<file path="src/design/monitor_irq_pkg.sv">
// constants for the hardware monitor interrupt status and mask block
package monitor_irq_pkg;
	// register index as seen on the address pointer
	localparam logic [7:0] EVENT_STATUS_TWO_ADDR = 8'h02;
	localparam logic [7:0] EVENT_MASK_ONE_ADDR   = 8'h03;
	localparam logic [7:0] EVENT_MASK_TWO_ADDR   = 8'h44;
	// power-on values
	localparam logic [7:0] EVENT_STATUS_TWO_RST  = 8'h00;
	localparam logic [7:0] EVENT_MASK_ONE_RST    = 8'h00;
	localparam logic [7:0] EVENT_MASK_TWO_RST    = 8'h00;
	localparam logic [7:0] REG_READ_ZERO         = 8'h00;
	// status two field positions (mask two uses the same for bits 0-5)
	localparam int HOT_BIT     = 0;
	localparam int ALERT_BIT   = 1;
	localparam int TACH_INPUT_1_BIT    = 2;
	localparam int TACH_INPUT_2_BIT    = 3;
	localparam int CHASSIS_BIT = 4;
	localparam int OVERTEMP_BIT = 5;
	localparam int EVENT_BITS  = 6;
	// mode select fields in mask two
	localparam int HOT_MODE_BIT      = 6;
	localparam int OVERTEMP_MODE_BIT = 7;
	// temperature channel index
	localparam int TEMP_HOT      = 0;
	localparam int TEMP_OVERTEMP = 1;
	localparam int TEMP_CHANNELS = 2;
	// mask one field for the external interrupt input
	localparam int INT_IN_BIT = 7;
endpackage

</file>
<file path="src/design/monitor_interrupt_status_mask.sv">
// interrupt status two, mask one and mask two with the interrupt output
//
// Operation
// - status bit 0 sets on hot limit crossing; host cannot write it.
// - hot status supports one-time and default modes, chosen by mask two bit 6.
// - status bit 1 sets while the active-low board alert pin is low.
// - status bits 2 and 3 set when tach channel 1 or 2 exceeds limit.
// - status bit 4 sets when chassis intrusion input is high.
// - status bit 5 sets on overtemperature limit crossing, comparator fashion, in default or one-time mode.
// - overtemperature status mode chosen by mask two bit 7.
// - a mask bit of one keeps its status bit off the interrupt.
// - mask two sits at index 44h; bit 0 hot, bit 1 board alert.
// - status two, mask one and mask two reset to zero.
// - default mode: read clears, each conversion sets again until below hysteresis.
// - one-time mode: one event per excursion, rearmed only below hysteresis.
`timescale 1ns/100ps
module monitor_interrupt_status_mask
(
	input  wire logic       core_clk,
	input  wire logic       rst,
	input  wire logic [7:0] reg_addr,
	input  wire logic       reg_wr,
	input  wire logic       reg_rd,
	input  wire logic [7:0] reg_wdata,
	output logic      [7:0] reg_rdata,
	input  wire logic       conv_done,
	input  wire logic [1:0] temp_above,
	input  wire logic [1:0] temp_below_hyst,
	input  wire logic       tach_1_over,
	input  wire logic       tach_2_over,
	input  wire logic [6:0] voltage_status,
	input  wire logic       int_in_status,
	input  wire logic       board_temp_alert_in_n,
	input  wire logic       chassis_intrusion_in,
	output logic            event_irq
);
	logic [7:0] event_status_two;
	logic [7:0] next_event_status_two;
	logic [7:0] event_mask_one;
	logic [7:0] next_event_mask_one;
	logic [7:0] event_mask_two;
	logic [7:0] next_event_mask_two;
	logic [7:0] next_reg_rdata;
	logic       next_event_irq;
	logic       alert_meta;
	logic       alert_sync_n;
	logic       chassis_meta;
	logic       chassis_sync;
	logic [1:0] temp_event;
	logic [1:0] one_time_mode;
	logic       status_read;
	logic [7:0] pending_one;
	logic [5:0] pending_two;

	// pins from outside pass two flops before use
	always_ff @(posedge core_clk)
	begin
		if (rst)
		begin
			alert_meta   <= 1'b1;
			alert_sync_n <= 1'b1;
			chassis_meta <= 1'b0;
			chassis_sync <= 1'b0;
		end
		else
		begin
			alert_meta   <= board_temp_alert_in_n;
			alert_sync_n <= alert_meta;
			chassis_meta <= chassis_intrusion_in;
			chassis_sync <= chassis_meta;
		end
	end

	assign status_read = reg_rd && (reg_addr == monitor_irq_pkg::EVENT_STATUS_TWO_ADDR);
	assign one_time_mode[monitor_irq_pkg::TEMP_HOT] =
		event_mask_two[monitor_irq_pkg::HOT_MODE_BIT];
	assign one_time_mode[monitor_irq_pkg::TEMP_OVERTEMP] =
		event_mask_two[monitor_irq_pkg::OVERTEMP_MODE_BIT];

	// per temperature channel: window tracking and one-time arming
	genvar ch;
	generate
		for (ch = 0; ch < monitor_irq_pkg::TEMP_CHANNELS; ch++)
		begin : g_temp
			logic over_active;
			logic next_over_active;
			logic armed;
			logic next_armed;
			logic fire;

			// comparator fashion: above limit until below hysteresis
			always_comb
			begin
				next_over_active = over_active;
				next_armed       = armed;
				fire             = 1'b0;
				if (conv_done)
				begin
					if (temp_below_hyst[ch])
					begin
						next_over_active = 1'b0;
						next_armed       = 1'b1;
					end
					else if (temp_above[ch] || over_active)
					begin
						next_over_active = 1'b1;
						if (!one_time_mode[ch])
							fire = 1'b1;
						else if (armed)
						begin
							fire       = 1'b1;
							next_armed = 1'b0;
						end
					end
				end
			end

			always_ff @(posedge core_clk)
			begin
				if (rst)
				begin
					over_active <= 1'b0;
					armed       <= 1'b1;
				end
				else
				begin
					over_active <= next_over_active;
					armed       <= next_armed;
				end
			end

			assign temp_event[ch] = fire;
		end
	endgenerate

	// pending unmasked events of both status registers
	assign pending_one = {int_in_status, voltage_status} & ~event_mask_one;
	assign pending_two = event_status_two[5:0] & ~event_mask_two[5:0];

	// next register values, read data and interrupt
	always_comb
	begin
		next_event_status_two = event_status_two;
		next_event_mask_one   = event_mask_one;
		next_event_mask_two   = event_mask_two;
		next_reg_rdata        = reg_rdata;
		// reading status two clears it; events below win over the clear
		if (status_read)
			next_event_status_two = monitor_irq_pkg::EVENT_STATUS_TWO_RST;
		if (temp_event[monitor_irq_pkg::TEMP_HOT])
			next_event_status_two[monitor_irq_pkg::HOT_BIT] = 1'b1;
		if (!alert_sync_n)
			next_event_status_two[monitor_irq_pkg::ALERT_BIT] = 1'b1;
		if (tach_1_over)
			next_event_status_two[monitor_irq_pkg::TACH_INPUT_1_BIT] = 1'b1;
		if (tach_2_over)
			next_event_status_two[monitor_irq_pkg::TACH_INPUT_2_BIT] = 1'b1;
		if (chassis_sync)
			next_event_status_two[monitor_irq_pkg::CHASSIS_BIT] = 1'b1;
		if (temp_event[monitor_irq_pkg::TEMP_OVERTEMP])
			next_event_status_two[monitor_irq_pkg::OVERTEMP_BIT] = 1'b1;
		next_event_status_two[7:6] = 2'h0;
		// mask writes; a write to status two is dropped
		if (reg_wr && (reg_addr == monitor_irq_pkg::EVENT_MASK_ONE_ADDR))
			next_event_mask_one = reg_wdata;
		if (reg_wr && (reg_addr == monitor_irq_pkg::EVENT_MASK_TWO_ADDR))
			next_event_mask_two = reg_wdata;
		if (reg_rd)
		begin
			unique case (reg_addr)
				monitor_irq_pkg::EVENT_STATUS_TWO_ADDR: next_reg_rdata = event_status_two;
				monitor_irq_pkg::EVENT_MASK_ONE_ADDR:   next_reg_rdata = event_mask_one;
				monitor_irq_pkg::EVENT_MASK_TWO_ADDR:   next_reg_rdata = event_mask_two;
				default:                                next_reg_rdata = monitor_irq_pkg::REG_READ_ZERO;
			endcase
		end
		next_event_irq = (|pending_one) || (|pending_two);
	end

	// register stage
	always_ff @(posedge core_clk)
	begin
		if (rst)
		begin
			event_status_two <= monitor_irq_pkg::EVENT_STATUS_TWO_RST;
			event_mask_one   <= monitor_irq_pkg::EVENT_MASK_ONE_RST;
			event_mask_two   <= monitor_irq_pkg::EVENT_MASK_TWO_RST;
			reg_rdata        <= monitor_irq_pkg::REG_READ_ZERO;
			event_irq        <= 1'b0;
		end
		else
		begin
			event_status_two <= next_event_status_two;
			event_mask_one   <= next_event_mask_one;
			event_mask_two   <= next_event_mask_two;
			reg_rdata        <= next_reg_rdata;
			event_irq        <= next_event_irq;
		end
	end
endmodule

</file>
<file path="config.mk">
export PLATFORM = sky130hd
export DESIGN_NAME = monitor_interrupt_status_mask
export DESIGN_NICKNAME = d
export VERILOG_FILES = /design/src/design/monitor_irq_pkg.sv /design/src/design/monitor_interrupt_status_mask.sv
export SDC_FILE = /design/constraint.sdc
export NUM_CORES = 1
export LEC_CHECK = 0
export BUFFER_PORTS_ARGS = -buffer_cell sky130_fd_sc_hd__buf_2
export CAP_MARGIN = 20
export CORE_ASPECT_RATIO = 1.75
export CORE_UTILIZATION = 53
export CTS_BUF_LIST = sky130_fd_sc_hd__clkbuf_8
export DETAILED_ROUTE_END_ITERATION = 10
export PLACE_DENSITY_LB_ADDON = 0.15
export SETUP_SLACK_MARGIN = 0.02
export SYNTH_ARGS = -nofsm -noshare
export SYNTH_HDL_FRONTEND = slang
export SYNTH_SLANG_ARGS = --single-unit
</file>
<file path="constraint.sdc">
create_clock -name core_clk -period 1.65 [get_ports core_clk]
set_input_delay 0.2475 -clock core_clk [delete_from_list [all_inputs] [get_ports core_clk]]
set_output_delay 0.2475 -clock core_clk [all_outputs]
set_load 0.005 [all_outputs]
</file>
### After elaboration in Yosys (flattened, before gate mapping)

Index checks and enable logic that the tools add are counted.

* bits in registers: 39
* latch bits: 0
* memory bits (writable): 0
* memory bits (read-only): 0
* input port bits: 37
* output and inout port bits: 9
* logic and storage cells: 75
* memories: 0

* $add $sub $neg: 0
* multipliers: 0
* div/mod/pow operators: 0
* order comparisons: 0
* equal/unequal tests: 4
* shift-type cells: 0
* multiplexer cells: 28
* bitwise operators: 4
* reductions and logical operators: 21

Operators by type and width (number)
* $mux W1: 26
* $pmux W8 S3: 1
* $reduce_bool A2 Y1: 9
* $eq A8 B2 Y1 const B: 2
* $and A8 B8 Y8: 1
* $eq A8 B7 Y1 const B: 1
* $not A8 Y8: 1
* $reduce_or A8 Y1: 1
* $and A6 B6 Y6: 1
* $mux W6: 1
* $not A6 Y6: 1
* $reduce_and A3 Y1: 2
* $reduce_or A6 Y1: 1
* $reduce_and A2 Y1: 2
* $logic_and A1 B1 Y1: 3
* $logic_or A1 B1 Y1: 3
* $ne A2 B1 Y1 const B: 1

### Depth between registers and ports, before layout

Gate-level depths: netlist of the first run.

* depth after elaboration: 6
* mapped depth: 6
* mapped depth without buffers: 4

### Worst setup path before layout of the first run

OpenSTA, ideal clock, no wires.

* path type: input -> register
* from: input port reg_addr[6]
* to: register event_mask_one[7]
* library setup time: 128 ps
* data arrival time: 1188 ps
* required time: 1522 ps
* setup slack: 334 ps
* stages: 4
* path buffers: 0
* cell sequence: nor3b_1 -> nand4_2 -> mux2i_1 -> nor2_1

* cells in the longest elaborated chain, start to end: 2

Ends and longest elaborated chain
* start, declared: line monitor_interrupt_status_mask.sv:21 `input wire logic [7:0] reg_addr,`
* $eq A8 B2 Y1: line monitor_interrupt_status_mask.sv:164 `if (reg_wr && (reg_addr == monitor_irq_pkg::EVENT_MASK_ONE_ADDR))`
* $logic_and A1 B1 Y1: line monitor_interrupt_status_mask.sv:164
* end signal, assigned: line monitor_interrupt_status_mask.sv:186 `event_mask_one <= monitor_irq_pkg::EVENT_MASK_ONE_RST;`
* end signal, assigned: line monitor_interrupt_status_mask.sv:194 `event_mask_one <= next_event_mask_one;`
* end, declared: line monitor_interrupt_status_mask.sv:39 `logic [7:0] event_mask_one;`

Every way passes these cells.
A chain may end at the register's enable or synchronous reset.

### Worst setup path after layout of the first run

* from: input port reg_addr[6]
* to: register event_status_two[3]

* cells in the longest elaborated chain, start to end: 3

Ends and longest elaborated chain
* $eq A8 B2 Y1: line monitor_interrupt_status_mask.sv:74 `assign status_read = reg_rd && (reg_addr == monitor_irq_pkg::EVENT_STATUS_TWO_ADDR);`
* $logic_and A1 B1 Y1: line monitor_interrupt_status_mask.sv:74
* $reduce_bool A2 Y1 (no source line)
* end signal, assigned: line monitor_interrupt_status_mask.sv:185 `event_status_two <= monitor_irq_pkg::EVENT_STATUS_TWO_RST;`
* end signal, assigned: line monitor_interrupt_status_mask.sv:193 `event_status_two <= next_event_status_two;`
* end, declared: line monitor_interrupt_status_mask.sv:37 `logic [7:0] event_status_two;`

Every way passes these cells.

==> results of run 1 <==
## flip-flops by register name, indices dropped and copies added (netlist names)
register	count
chassis_sync	1
reg_rdata	8
event_mask_two	8
chassis_meta	1
g_temp.armed	2
event_irq	1
event_status_two	6
alert_sync_n	1
g_temp.over_active	2
alert_meta	1
event_mask_one	8
## synthesized netlist by cell type
master / n / share of area, %
nand4b_1: 1 / 0.53
mux2_2: 2 / 1.4
a31oi_1: 1 / 0.38
o22ai_1: 5 / 1.9
and2_1: 1 / 0.38
nand3_1: 9 / 2.7
buf_12: 1 / 1.2
o2111ai_1: 1 / 0.53
nor3b_1: 1 / 0.46
and2_2: 1 / 0.46
clkbuf_1: 6 / 1.4
nor2b_1: 4 / 1.5
a221oi_1: 2 / 1.1
nand2_1: 21 / 4.8
o211ai_1: 2 / 0.91
dfxtp_1: 39 / 47
buf_2: 1 / 0.30
inv_1: 15 / 3.4
and4bb_2: 1 / 0.76
a21oi_2: 1 / 0.53
a32oi_1: 2 / 1.1
or2_2: 2 / 0.76
a211oi_1: 2 / 0.91
buf_6: 2 / 1.4
a21oi_1: 15 / 4.6
a22oi_1: 6 / 2.7
nand4_2: 1 / 0.76
mux2i_1: 8 / 4.9
nor3_1: 3 / 0.91
nor2_1: 14 / 3.2
o21ai_0: 12 / 3.7
o21ai_1: 2 / 0.61
a221o_1: 2 / 1.2
nor4_4: 1 / 1.3
## layout make-up
| class | instances | area, sq um | area share (%) |
|---|---|---|---|
| clock buffers | 5 | 68.8 | 3.49 |
| flip-flops and latches | 39 | 781 | 39.5 |
| clock inverters | 3 | 12.5 | 0.634 |
| multi-input cells | 123 | 738 | 37.4 |
| well taps | 28 | 35.0 | 1.77 |
| repair buffers | 51 | 283 | 14.3 |
| inverters | 15 | 56.3 | 2.85 |
## where the power goes
group | total [uW] | switching [uW] | leakage, uW | internal, uW
sequential | 968 | 9.08 | 0.000317 | 959
clock | 595 | 312 | 0.0000505 | 284
combinational | 138 | 74.5 | 0.000492 | 63.5
total | 1700 | 395 | 0.000859 | 1310
## how the worst max path moves through the flow
stage | cells past startpoint | end | startpoint | slack (ns)
after floorplan | 4 | event_mask_one[7]$_SDFFE_PP0P_ | reg_addr[6] | 0.33
after global placement | 5 | event_status_two[5]$_SDFFE_PP0P_ | reg_addr[6] | 0.18
after detailed placement | 5 | event_status_two[3]$_SDFFE_PP0P_ | reg_addr[6] | 0.11
after CTS | 5 | event_status_two[3]$_SDFFE_PP0P_ | reg_addr[6] | 0.42
after global routing | 4 | reg_rdata[5]$_SDFFE_PP0P_ | reg_addr[6] | 0.18
final | 5 | event_status_two[3]$_SDFFE_PP0P_ | reg_addr[6] | 0.36
## metal layers
metal	global-route usage, %	up-vias	share of wire (%)
li1	-	752	-
met1	26.8	673	39
met2	45.1	59	53
met3	7.82	8	6.2
met4	11.1	0	1.7
met5	0	-	0
## stage by stage
stage               std cells  setup slack (ns)  hold WS, ns
detailed placement        256             0.114        0.395
finish                    264             0.360        0.137
global route              264             0.184        0.124
global placement          256             0.181        0.394
CTS                       264             0.418        0.133
floorplan                 187             0.334        0.343
## critical path, cell delays in order
cell and delay, ns:
buf_2 0.10, nor3b_1 0.44, nand4b_1 0.38, a21oi_1 0.24, nor2_1 0.05
## kinds of logic after synthesis
logic type,after synthesis
buf+inv,25
mux,10
simple gates,60
flops,39
compound gates,53
==> results.sh, run 1 <==
export IMPL_maxSlewViolCount=0
export IMPL_antenna_found_initial=0
export IMPL_postCtsSetupRepairBufs=0
export IMPL_ctsResizeCount=0
export IMPL_synth_compound_area_share_pct=20.1
export IMPL_hold_depth=2
export IMPL_hp_start="board_temp_alert_in_n"
export IMPL_dpl_cell_area_sq_um=1890
export IMPL_setup_viol=0
export IMPL_final_util_pct=67.4
export IMPL_ys_types=34
export IMPL_maxCapViolCount=0
export IMPL_syn_inst=187
export IMPL_startpoint_type="input pin"
export IMPL_h_tree_depth=2
export IMPL_synth_xor_area_share_pct=0
export IMPL_rows=26
export IMPL_grt_pass1_wl_mm=6.05
export IMPL_fin_skew_ns=0.00440
export IMPL_cp_max_fo=6
export IMPL_portBuffers=45
export IMPL_path_class="in2reg"
export IMPL_fillCellCount=265
export IMPL_outcome="completed"
export IMPL_insertedDiodeCount=0
export IMPL_worstMarginPinSlew_ns=0.557
export IMPL_layout_drive_gt1_share_pct=28.0
export IMPL_routed_via_density=5.65
export IMPL_p_leak_uw=0.000859
export IMPL_finalSetupTns_ns=0
export IMPL_drtIter0Drc=49
export IMPL_critPathCaptureType="register"
export IMPL_dieArea_sq_um=3340
export IMPL_ctsLongestPathBuffers=2
export IMPL_hold_path_class="in2reg"
export IMPL_num_nets_final=272
export IMPL_wl_per_cell_um=14.4
export IMPL_r2r_setup_slack_ns=0.61
export IMPL_synth_simple_gate_area_share_pct=18.6
export IMPL_areaGrowthSynthToFinish_pct=20.0
export IMPL_wirelength_mm=3.81
export IMPL_root_buffer="clkbuf_8"
export IMPL_muxShareOfSynthArea_pct=6.24
export IMPL_start_util_pct=56.2
export IMPL_grtUsageTotal_pct=25.3
export IMPL_die_height_um=75.7
export IMPL_dieWidth_um=44.1
export IMPL_grt_pass1_vias=1346
export IMPL_timing_final_crit_share_pct=78.2
export IMPL_worst_ep_arrival_time_ns=1.47
export IMPL_core_sq_um=2930
export IMPL_hold_buffers=0
export IMPL_syn_area_sq_um=1650
export IMPL_path_clk_slew_ns=0.07
export IMPL_rsz0062_at_grt="no"
export IMPL_routabilityCongestion=0.842
export IMPL_syn_nets=224
export IMPL_synth_top_family_by_area="compound AO/OA/AOI/OAI gates"
export IMPL_layout_common_cells="buf_2 (45), dfxtp_1 (39), nand2_1 (21), inv_1 (17), a21oi_1 (15)"
export IMPL_reg2reg_from="event_mask_one[1]$_SDFFE_PP0P_"
export IMPL_final_common_cell="buf_2"
export IMPL_yosys_warnings=0
export IMPL_r2r_cells=3
export IMPL_synth_yosys_seq_area_share_pct=47.5
export IMPL_yosys_area_share_adder_pct=0
export IMPL_reg2reg_to="event_irq$_SDFF_PP0_"
export IMPL_hold_viol=0
export IMPL_hold_path_end="alert_meta$_SDFF_PP1_"
export IMPL_slew_headroom_pct=62.8
export IMPL_cts_sinks=39
export IMPL_io_pins=46
export IMPL_overflow=0
export IMPL_drc_errors=0
export IMPL_synth_area_per_cell_sq_um=8.80
export IMPL_grt_max_degree=17
export IMPL_ys_ff_latch=39
export IMPL_ant_nets=0
export IMPL_drt_pass1_iter_count=6
export IMPL_fin_area_sq_um=1970
export IMPL_num_vias=1492
export IMPL_fmax_ghz=0.775
export IMPL_tritoncts="built"
export IMPL_dpl_hpwl_mm=2.84
export IMPL_power_density_nw_per_um2=862
export IMPL_fin_crit_ns=1.29
export IMPL_cts_buffers=5
export IMPL_clk_latency_ns=0.29
export IMPL_power_uw=1700
export IMPL_crit_required_ns=1.83
export IMPL_ir_drop_v=0.000760
No activity file was read; power rests on OpenSTA's default activity.
==> run 2: changes to the inputs <==
- clock period: 1.65 -> 1.2 ns (I/O delays scaled with it)
==> results.sh, run 2 (synthesis results as in run 1) <==
export IMPL_hold_path_class="in2reg"
export IMPL_maxSlewViolCount=0
export IMPL_crit_chain="buf_2 -> nor4_4 -> buf_4 -> nand4_2 -> buf_4 -> mux2i_2 -> nor2_1"
export IMPL_fmax_ghz=0.893
export IMPL_outcome="finished with violations"
export IMPL_drt_pass1_iter_count=9
export IMPL_h_tree_depth=2
export IMPL_root_buffer="clkbuf_8"
export IMPL_rsz0062_at_grt="yes"
export IMPL_routed_via_density=5.70
export IMPL_dpl_hpwl_mm=3.06
export IMPL_dpl_worst_slack_ns=-0.252
export IMPL_path_clk_slew_ns=0.08
export IMPL_final_util_pct=70.5
export IMPL_path_delay_family="buffers and inverters"
export IMPL_r2r_setup_slack_ns=0.14
export IMPL_fillCellCount=251
export IMPL_fin_crit_ns=1.12
export IMPL_crit_required_ns=1.39
export IMPL_reg_top3="event_mask_one x8, event_mask_two x8, reg_rdata x8"
export IMPL_final_setup_worst_slack_ns=0.0797
export IMPL_clk_latency_ns=0.29
export IMPL_drc_errors=3
export IMPL_core_sq_um=2930
export IMPL_cpMaxStageDelayCell="nor4_4"
export IMPL_max_stage_delay_ns=0.27
export IMPL_startpoint_type="input pin"
export IMPL_routabilityCongestion=0.863
export IMPL_violations="DRC"
export IMPL_hold_buffers=0
export IMPL_antenna_found_initial=0
export IMPL_ir_drop_v=0.00104
export IMPL_cp_num_buf_inv=3
export IMPL_num_nets_final=279
export IMPL_cp_max_fo=5
export IMPL_timing_final_crit_share_pct=93.4
export IMPL_ctsLongestPathBuffers=2
export IMPL_reg2reg_from="event_status_two[5]$_SDFFE_PP0P_"
export IMPL_start_util_pct=56.2
export IMPL_die_height_um=75.7
export IMPL_worstMarginPinSlew_ns=0.369
export IMPL_dieWidth_um=44.1
export IMPL_critPathCaptureType="register"
export IMPL_ant_nets=0
export IMPL_hold_viol=0
export IMPL_num_vias=1544
export IMPL_layout_drive_gt1_share_pct=32.1
export IMPL_io_pins=46
export IMPL_worst_ep_arrival_time_ns=1.31
export IMPL_reg2reg_to="event_irq$_SDFF_PP0_"
export IMPL_crit_path_frequent_cell="buf_4"
export IMPL_hp_start="board_temp_alert_in_n"
export IMPL_grt_pass1_wl_mm=6.28
export IMPL_r2r_cells=4
export IMPL_insertedDiodeCount=0
export IMPL_path_class="in2reg"
export IMPL_wl_per_cell_um=14.5
export IMPL_slew_headroom_pct=75.4
export IMPL_rows=26
export IMPL_grt_max_degree=17
export IMPL_cts_sinks=39
export IMPL_drtIter0Drc=50
export IMPL_final_common_cell="buf_2"
export IMPL_areaGrowthSynthToFinish_pct=25.4
export IMPL_tritoncts="built"
export IMPL_grt_pass1_vias=1439
export IMPL_portBuffers=45
export IMPL_dieArea_sq_um=3340
export IMPL_hold_path_end="alert_meta$_SDFF_PP1_"
export IMPL_setup_viol=0
export IMPL_maxCapViolCount=0
export IMPL_cts_buffers=5
export IMPL_layout_common_cells="buf_2 (45), dfxtp_1 (39), nand2_1 (21), inv_1 (15), a21oi_1 (15)"
export IMPL_power_density_nw_per_um2=1210
export IMPL_fin_skew_ns=0.00622
export IMPL_whs_ns=0.0685
export IMPL_hold_depth=2
export IMPL_wirelength_mm=3.92
export IMPL_p_leak_uw=0.000879
export IMPL_grtUsageTotal_pct=25.7
export IMPL_overflow=0
==> run 2: cell count changes in the layout (fill, tap and decap cells not counted), sizes merged <==
cell      before  now
inv           17   15
clkbuf         5    7
clkinvlp       0    1
buf           51   58
clkinv         1    0
==> run 2: metal layers <==
| layer | track usage [%] | vias to the layer above | part of all wire, % |
|---|---|---|---|
| met4 | 9.09 | 0 | 0.94 |
| met5 | 0 | - | 0 |
| li1 | - | 764 | - |
| met1 | 25.7 | 717 | 38 |
| met2 | 50.0 | 59 | 56 |
| met3 | 5.69 | 4 | 5.8 |
==> run 2: how the worst max path moves through the flow <==
stage / from / end / slack, ns / depth (start not counted)
final: reg_addr[5] / event_mask_one[3]$_SDFFE_PP0P_ / 0.08 / 7
after global routing: reg_addr[5] / event_mask_one[4]$_SDFFE_PP0P_ / 0.01 / 7
after CTS: reg_addr[3] / reg_rdata[1]$_SDFFE_PP0P_ / 0.05 / 6
after detailed placement: reg_addr[3] / event_status_two[3]$_SDFFE_PP0P_ / -0.25 / 5
after global placement: reg_addr[3] / event_status_two[5]$_SDFFE_PP0P_ / -0.17 / 5
after floorplan: reg_addr[3] / event_mask_one[7]$_SDFFE_PP0P_ / -0.03 / 4
==> run 2: cell type report <==
class,count,area [sq um],area share (%)
Clock buffer,7,96.3,4.67
Clock inverter,1,7.51,0.364
Inverter,15,56.3,2.73
Multi-Input combinational cell,123,752,36.4
Sequential cell,39,781,37.8
Tap cell,28,35.0,1.70
Timing Repair Buffer,58,335,16.3
==> run 2: per-stage QoR <==
stage	setup TNS [ns]	instance area (sq um)	std cells	total power [uW]
2_1_floorplan	-0.260	1660	187	1450
3_3_place_gp	-4.27	1940	261	1550
3_5_place_dp	-6.21	1940	261	1560
4_1_cts	0	2040	269	2520
5_1_grt	0	2060	271	2590
6_report	0	2060	271	2500
==> run 2: timing repair <==
action	4_1_cts	5_1_grt
endpoints found under the setup margin	0	20
resized for setup	0	1
setup buffers	0	2
==> run 2: power breakdown <==
group	internal [uW]	total [uW]	switching, uW
combinational	95.5	201	106
sequential	1320	1330	14.0
clock	522	962	439
total	1940	2500	559
==> run 3: changes to the inputs <==
- CORE_ASPECT_RATIO: 1.75 -> 1.5
- CORE_UTILIZATION: 53 -> 25
==> results.sh, run 3 (synthesis results as in run 1) <==
export IMPL_outcome="completed"
export IMPL_path_clk_slew_ns=0.07
export IMPL_areaGrowthSynthToFinish_pct=27.8
export IMPL_seq_power_share_pct=56.2
export IMPL_crit_chain="buf_2 -> nor4_4 -> buf_4 -> nand4_2 -> buf_12 -> mux2i_1 -> nor2_1"
export IMPL_maxCapViolCount=0
export IMPL_path_class="in2reg"
export IMPL_antenna_found_initial=0
export IMPL_rsz0062_at_grt="no"
export IMPL_final_common_cell="buf_2"
export IMPL_insertedDiodeCount=0
export IMPL_drc_errors=0
export IMPL_io_pins=46
export IMPL_drtIter0Drc=43
export IMPL_pwr_share_comb_pct=8.6
export IMPL_dpl_hpwl_mm=3.20
export IMPL_cpMaxStageDelayCell="nor4_4"
export IMPL_root_buffer="clkbuf_8"
export IMPL_crit_required_ns=1.38
export IMPL_core_sq_um=6260
export IMPL_cts_sinks=39
export IMPL_clk_latency_ns=0.29
export IMPL_max_stage_delay_ns=0.25
export IMPL_ctsLongestPathBuffers=2
export IMPL_startpoint_type="input pin"
export IMPL_grt_max_degree=17
export IMPL_maxSlewViolCount=0
export IMPL_ant_nets=0
export IMPL_hold_buffers=0
export IMPL_p_int_uw=1800
export IMPL_num_vias=1475
export IMPL_layout_drive_gt1_share_pct=31.0
export IMPL_clkPwrFrac_pct=35.2
export IMPL_dieWidth_um=68.2
export IMPL_routabilityCongestion=0.798
export IMPL_overflow=0
export IMPL_drt_pass1_iter_count=4
export IMPL_p_leak_uw=0.000889
export IMPL_swShare_pct=23.8
export IMPL_timing_final_crit_share_pct=87.7
export IMPL_fin_crit_ns=1.05
export IMPL_wirelength_mm=4.16
export IMPL_grt_pass1_wl_mm=6.84
export IMPL_critPathCaptureType="register"
export IMPL_final_util_pct=33.6
export IMPL_num_nets_final=278
export IMPL_tritoncts="built"
export IMPL_worstMarginPinSlew_ns=0.331
export IMPL_dp_cells=307
export IMPL_power_uw=2370
export IMPL_portBuffers=45
export IMPL_power_density_nw_per_um2=1130
export IMPL_grtUsageTotal_pct=13.6
export IMPL_start_util_pct=26.3
export IMPL_reg_top3="event_mask_one x8, event_mask_two x8, reg_rdata x8"
export IMPL_fin_skew_ns=0.00521
export IMPL_worst_ep_arrival_time_ns=1.24
export IMPL_dieArea_sq_um=6920
export IMPL_finalNonFillerCells=316
export IMPL_hold_viol=0
export IMPL_cts_buffers=5
export IMPL_netSwitchingPower_uw=563
export IMPL_cp_max_fo=8
export IMPL_h_tree_depth=2
export IMPL_wl_per_cell_um=13.2
export IMPL_slew_headroom_pct=77.9
export IMPL_rows=35
export IMPL_routed_via_density=4.67
export IMPL_layout_common_cells="buf_2 (45), dfxtp_1 (39), nand2_1 (21), inv_1 (17), a21oi_1 (15)"
export IMPL_die_height_um=101
export IMPL_setup_viol=0
export IMPL_grt_pass1_vias=1446
export IMPL_hold_path_class="in2reg"
export IMPL_ir_drop_v=0.000657
export IMPL_fmax_ghz=0.950
export IMPL_whs_ns=0.0724
[run 3: path summary, 6_finish.rpt]
| path | start | slack (ns) | endpoint | cells after the start |
|---|---|---|---|---|
| min | board_temp_alert_in_n | 0.07 | alert_meta$_SDFF_PP1_ | 2 |
| min reg2reg | alert_sync_n$_SDFF_PP1_ | 0.40 | event_status_two[1]$_SDFFE_PP0P_ | 1 |
| max | reg_addr[5] | 0.15 | event_mask_one[1]$_SDFFE_PP0P_ | 7 |
| max reg2reg | event_mask_two[5]$_SDFFE_PP0P_ | 0.17 | event_irq$_SDFF_PP0_ | 3 |
[run 3: layout make-up]
cell class                      count  area (sq um)
Clock buffer                        5          68.8
Clock inverter                      3          12.5
Fill cell                         693          4160
Inverter                           15          56.3
Multi-Input combinational cell    123           751
Sequential cell                    39           781
Tap cell                           74          92.6
Timing Repair Buffer               57           340
[run 3: timing repair]
| action | in CTS | in global routing |
|---|---|---|
| setup endpoints to repair | 0 | 6 |
| buffers inserted | 0 | 1 |
| resized for setup | 0 | 1 |
[run 3: through the flow]
step | TNS [ns] | worst slack, ns | cell area [sq um]
after floorplan | -0.260 | -0.0325 | 1660
after global placement | -4.27 | -0.172 | 2010
after detailed placement | -4.54 | -0.205 | 2010
after CTS | 0 | 0.0986 | 2090
after global routing | 0 | 0.0705 | 2100
final | 0 | 0.147 | 2100
[run 3: power by group through the flow]
| stage | logic (uW) | registers (uW) | clock network, uW |
|---|---|---|---|
| after floorplan | 94.2 | 1360 | 0 |
| after global placement | 204 | 1360 | 0 |
| after detailed placement | 204 | 1360 | 0 |
| after CTS | 205 | 1330 | 877 |
| after global routing | 230 | 1330 | 930 |
| final | 203 | 1330 | 835 |
[run 3: layer usage]
metal,routed length [um],global-route usage [%]
met3,205,3.83
met2,2110,23.4
met1,1770,15.5
met4,74,5.29
met5,0,0
[run 3: critical path: cells and delay by family]
kind / cells / cell delay (ns)
buf+inv: 3 / 0.48
simple gates: 3 / 0.44
mux: 1 / 0.14
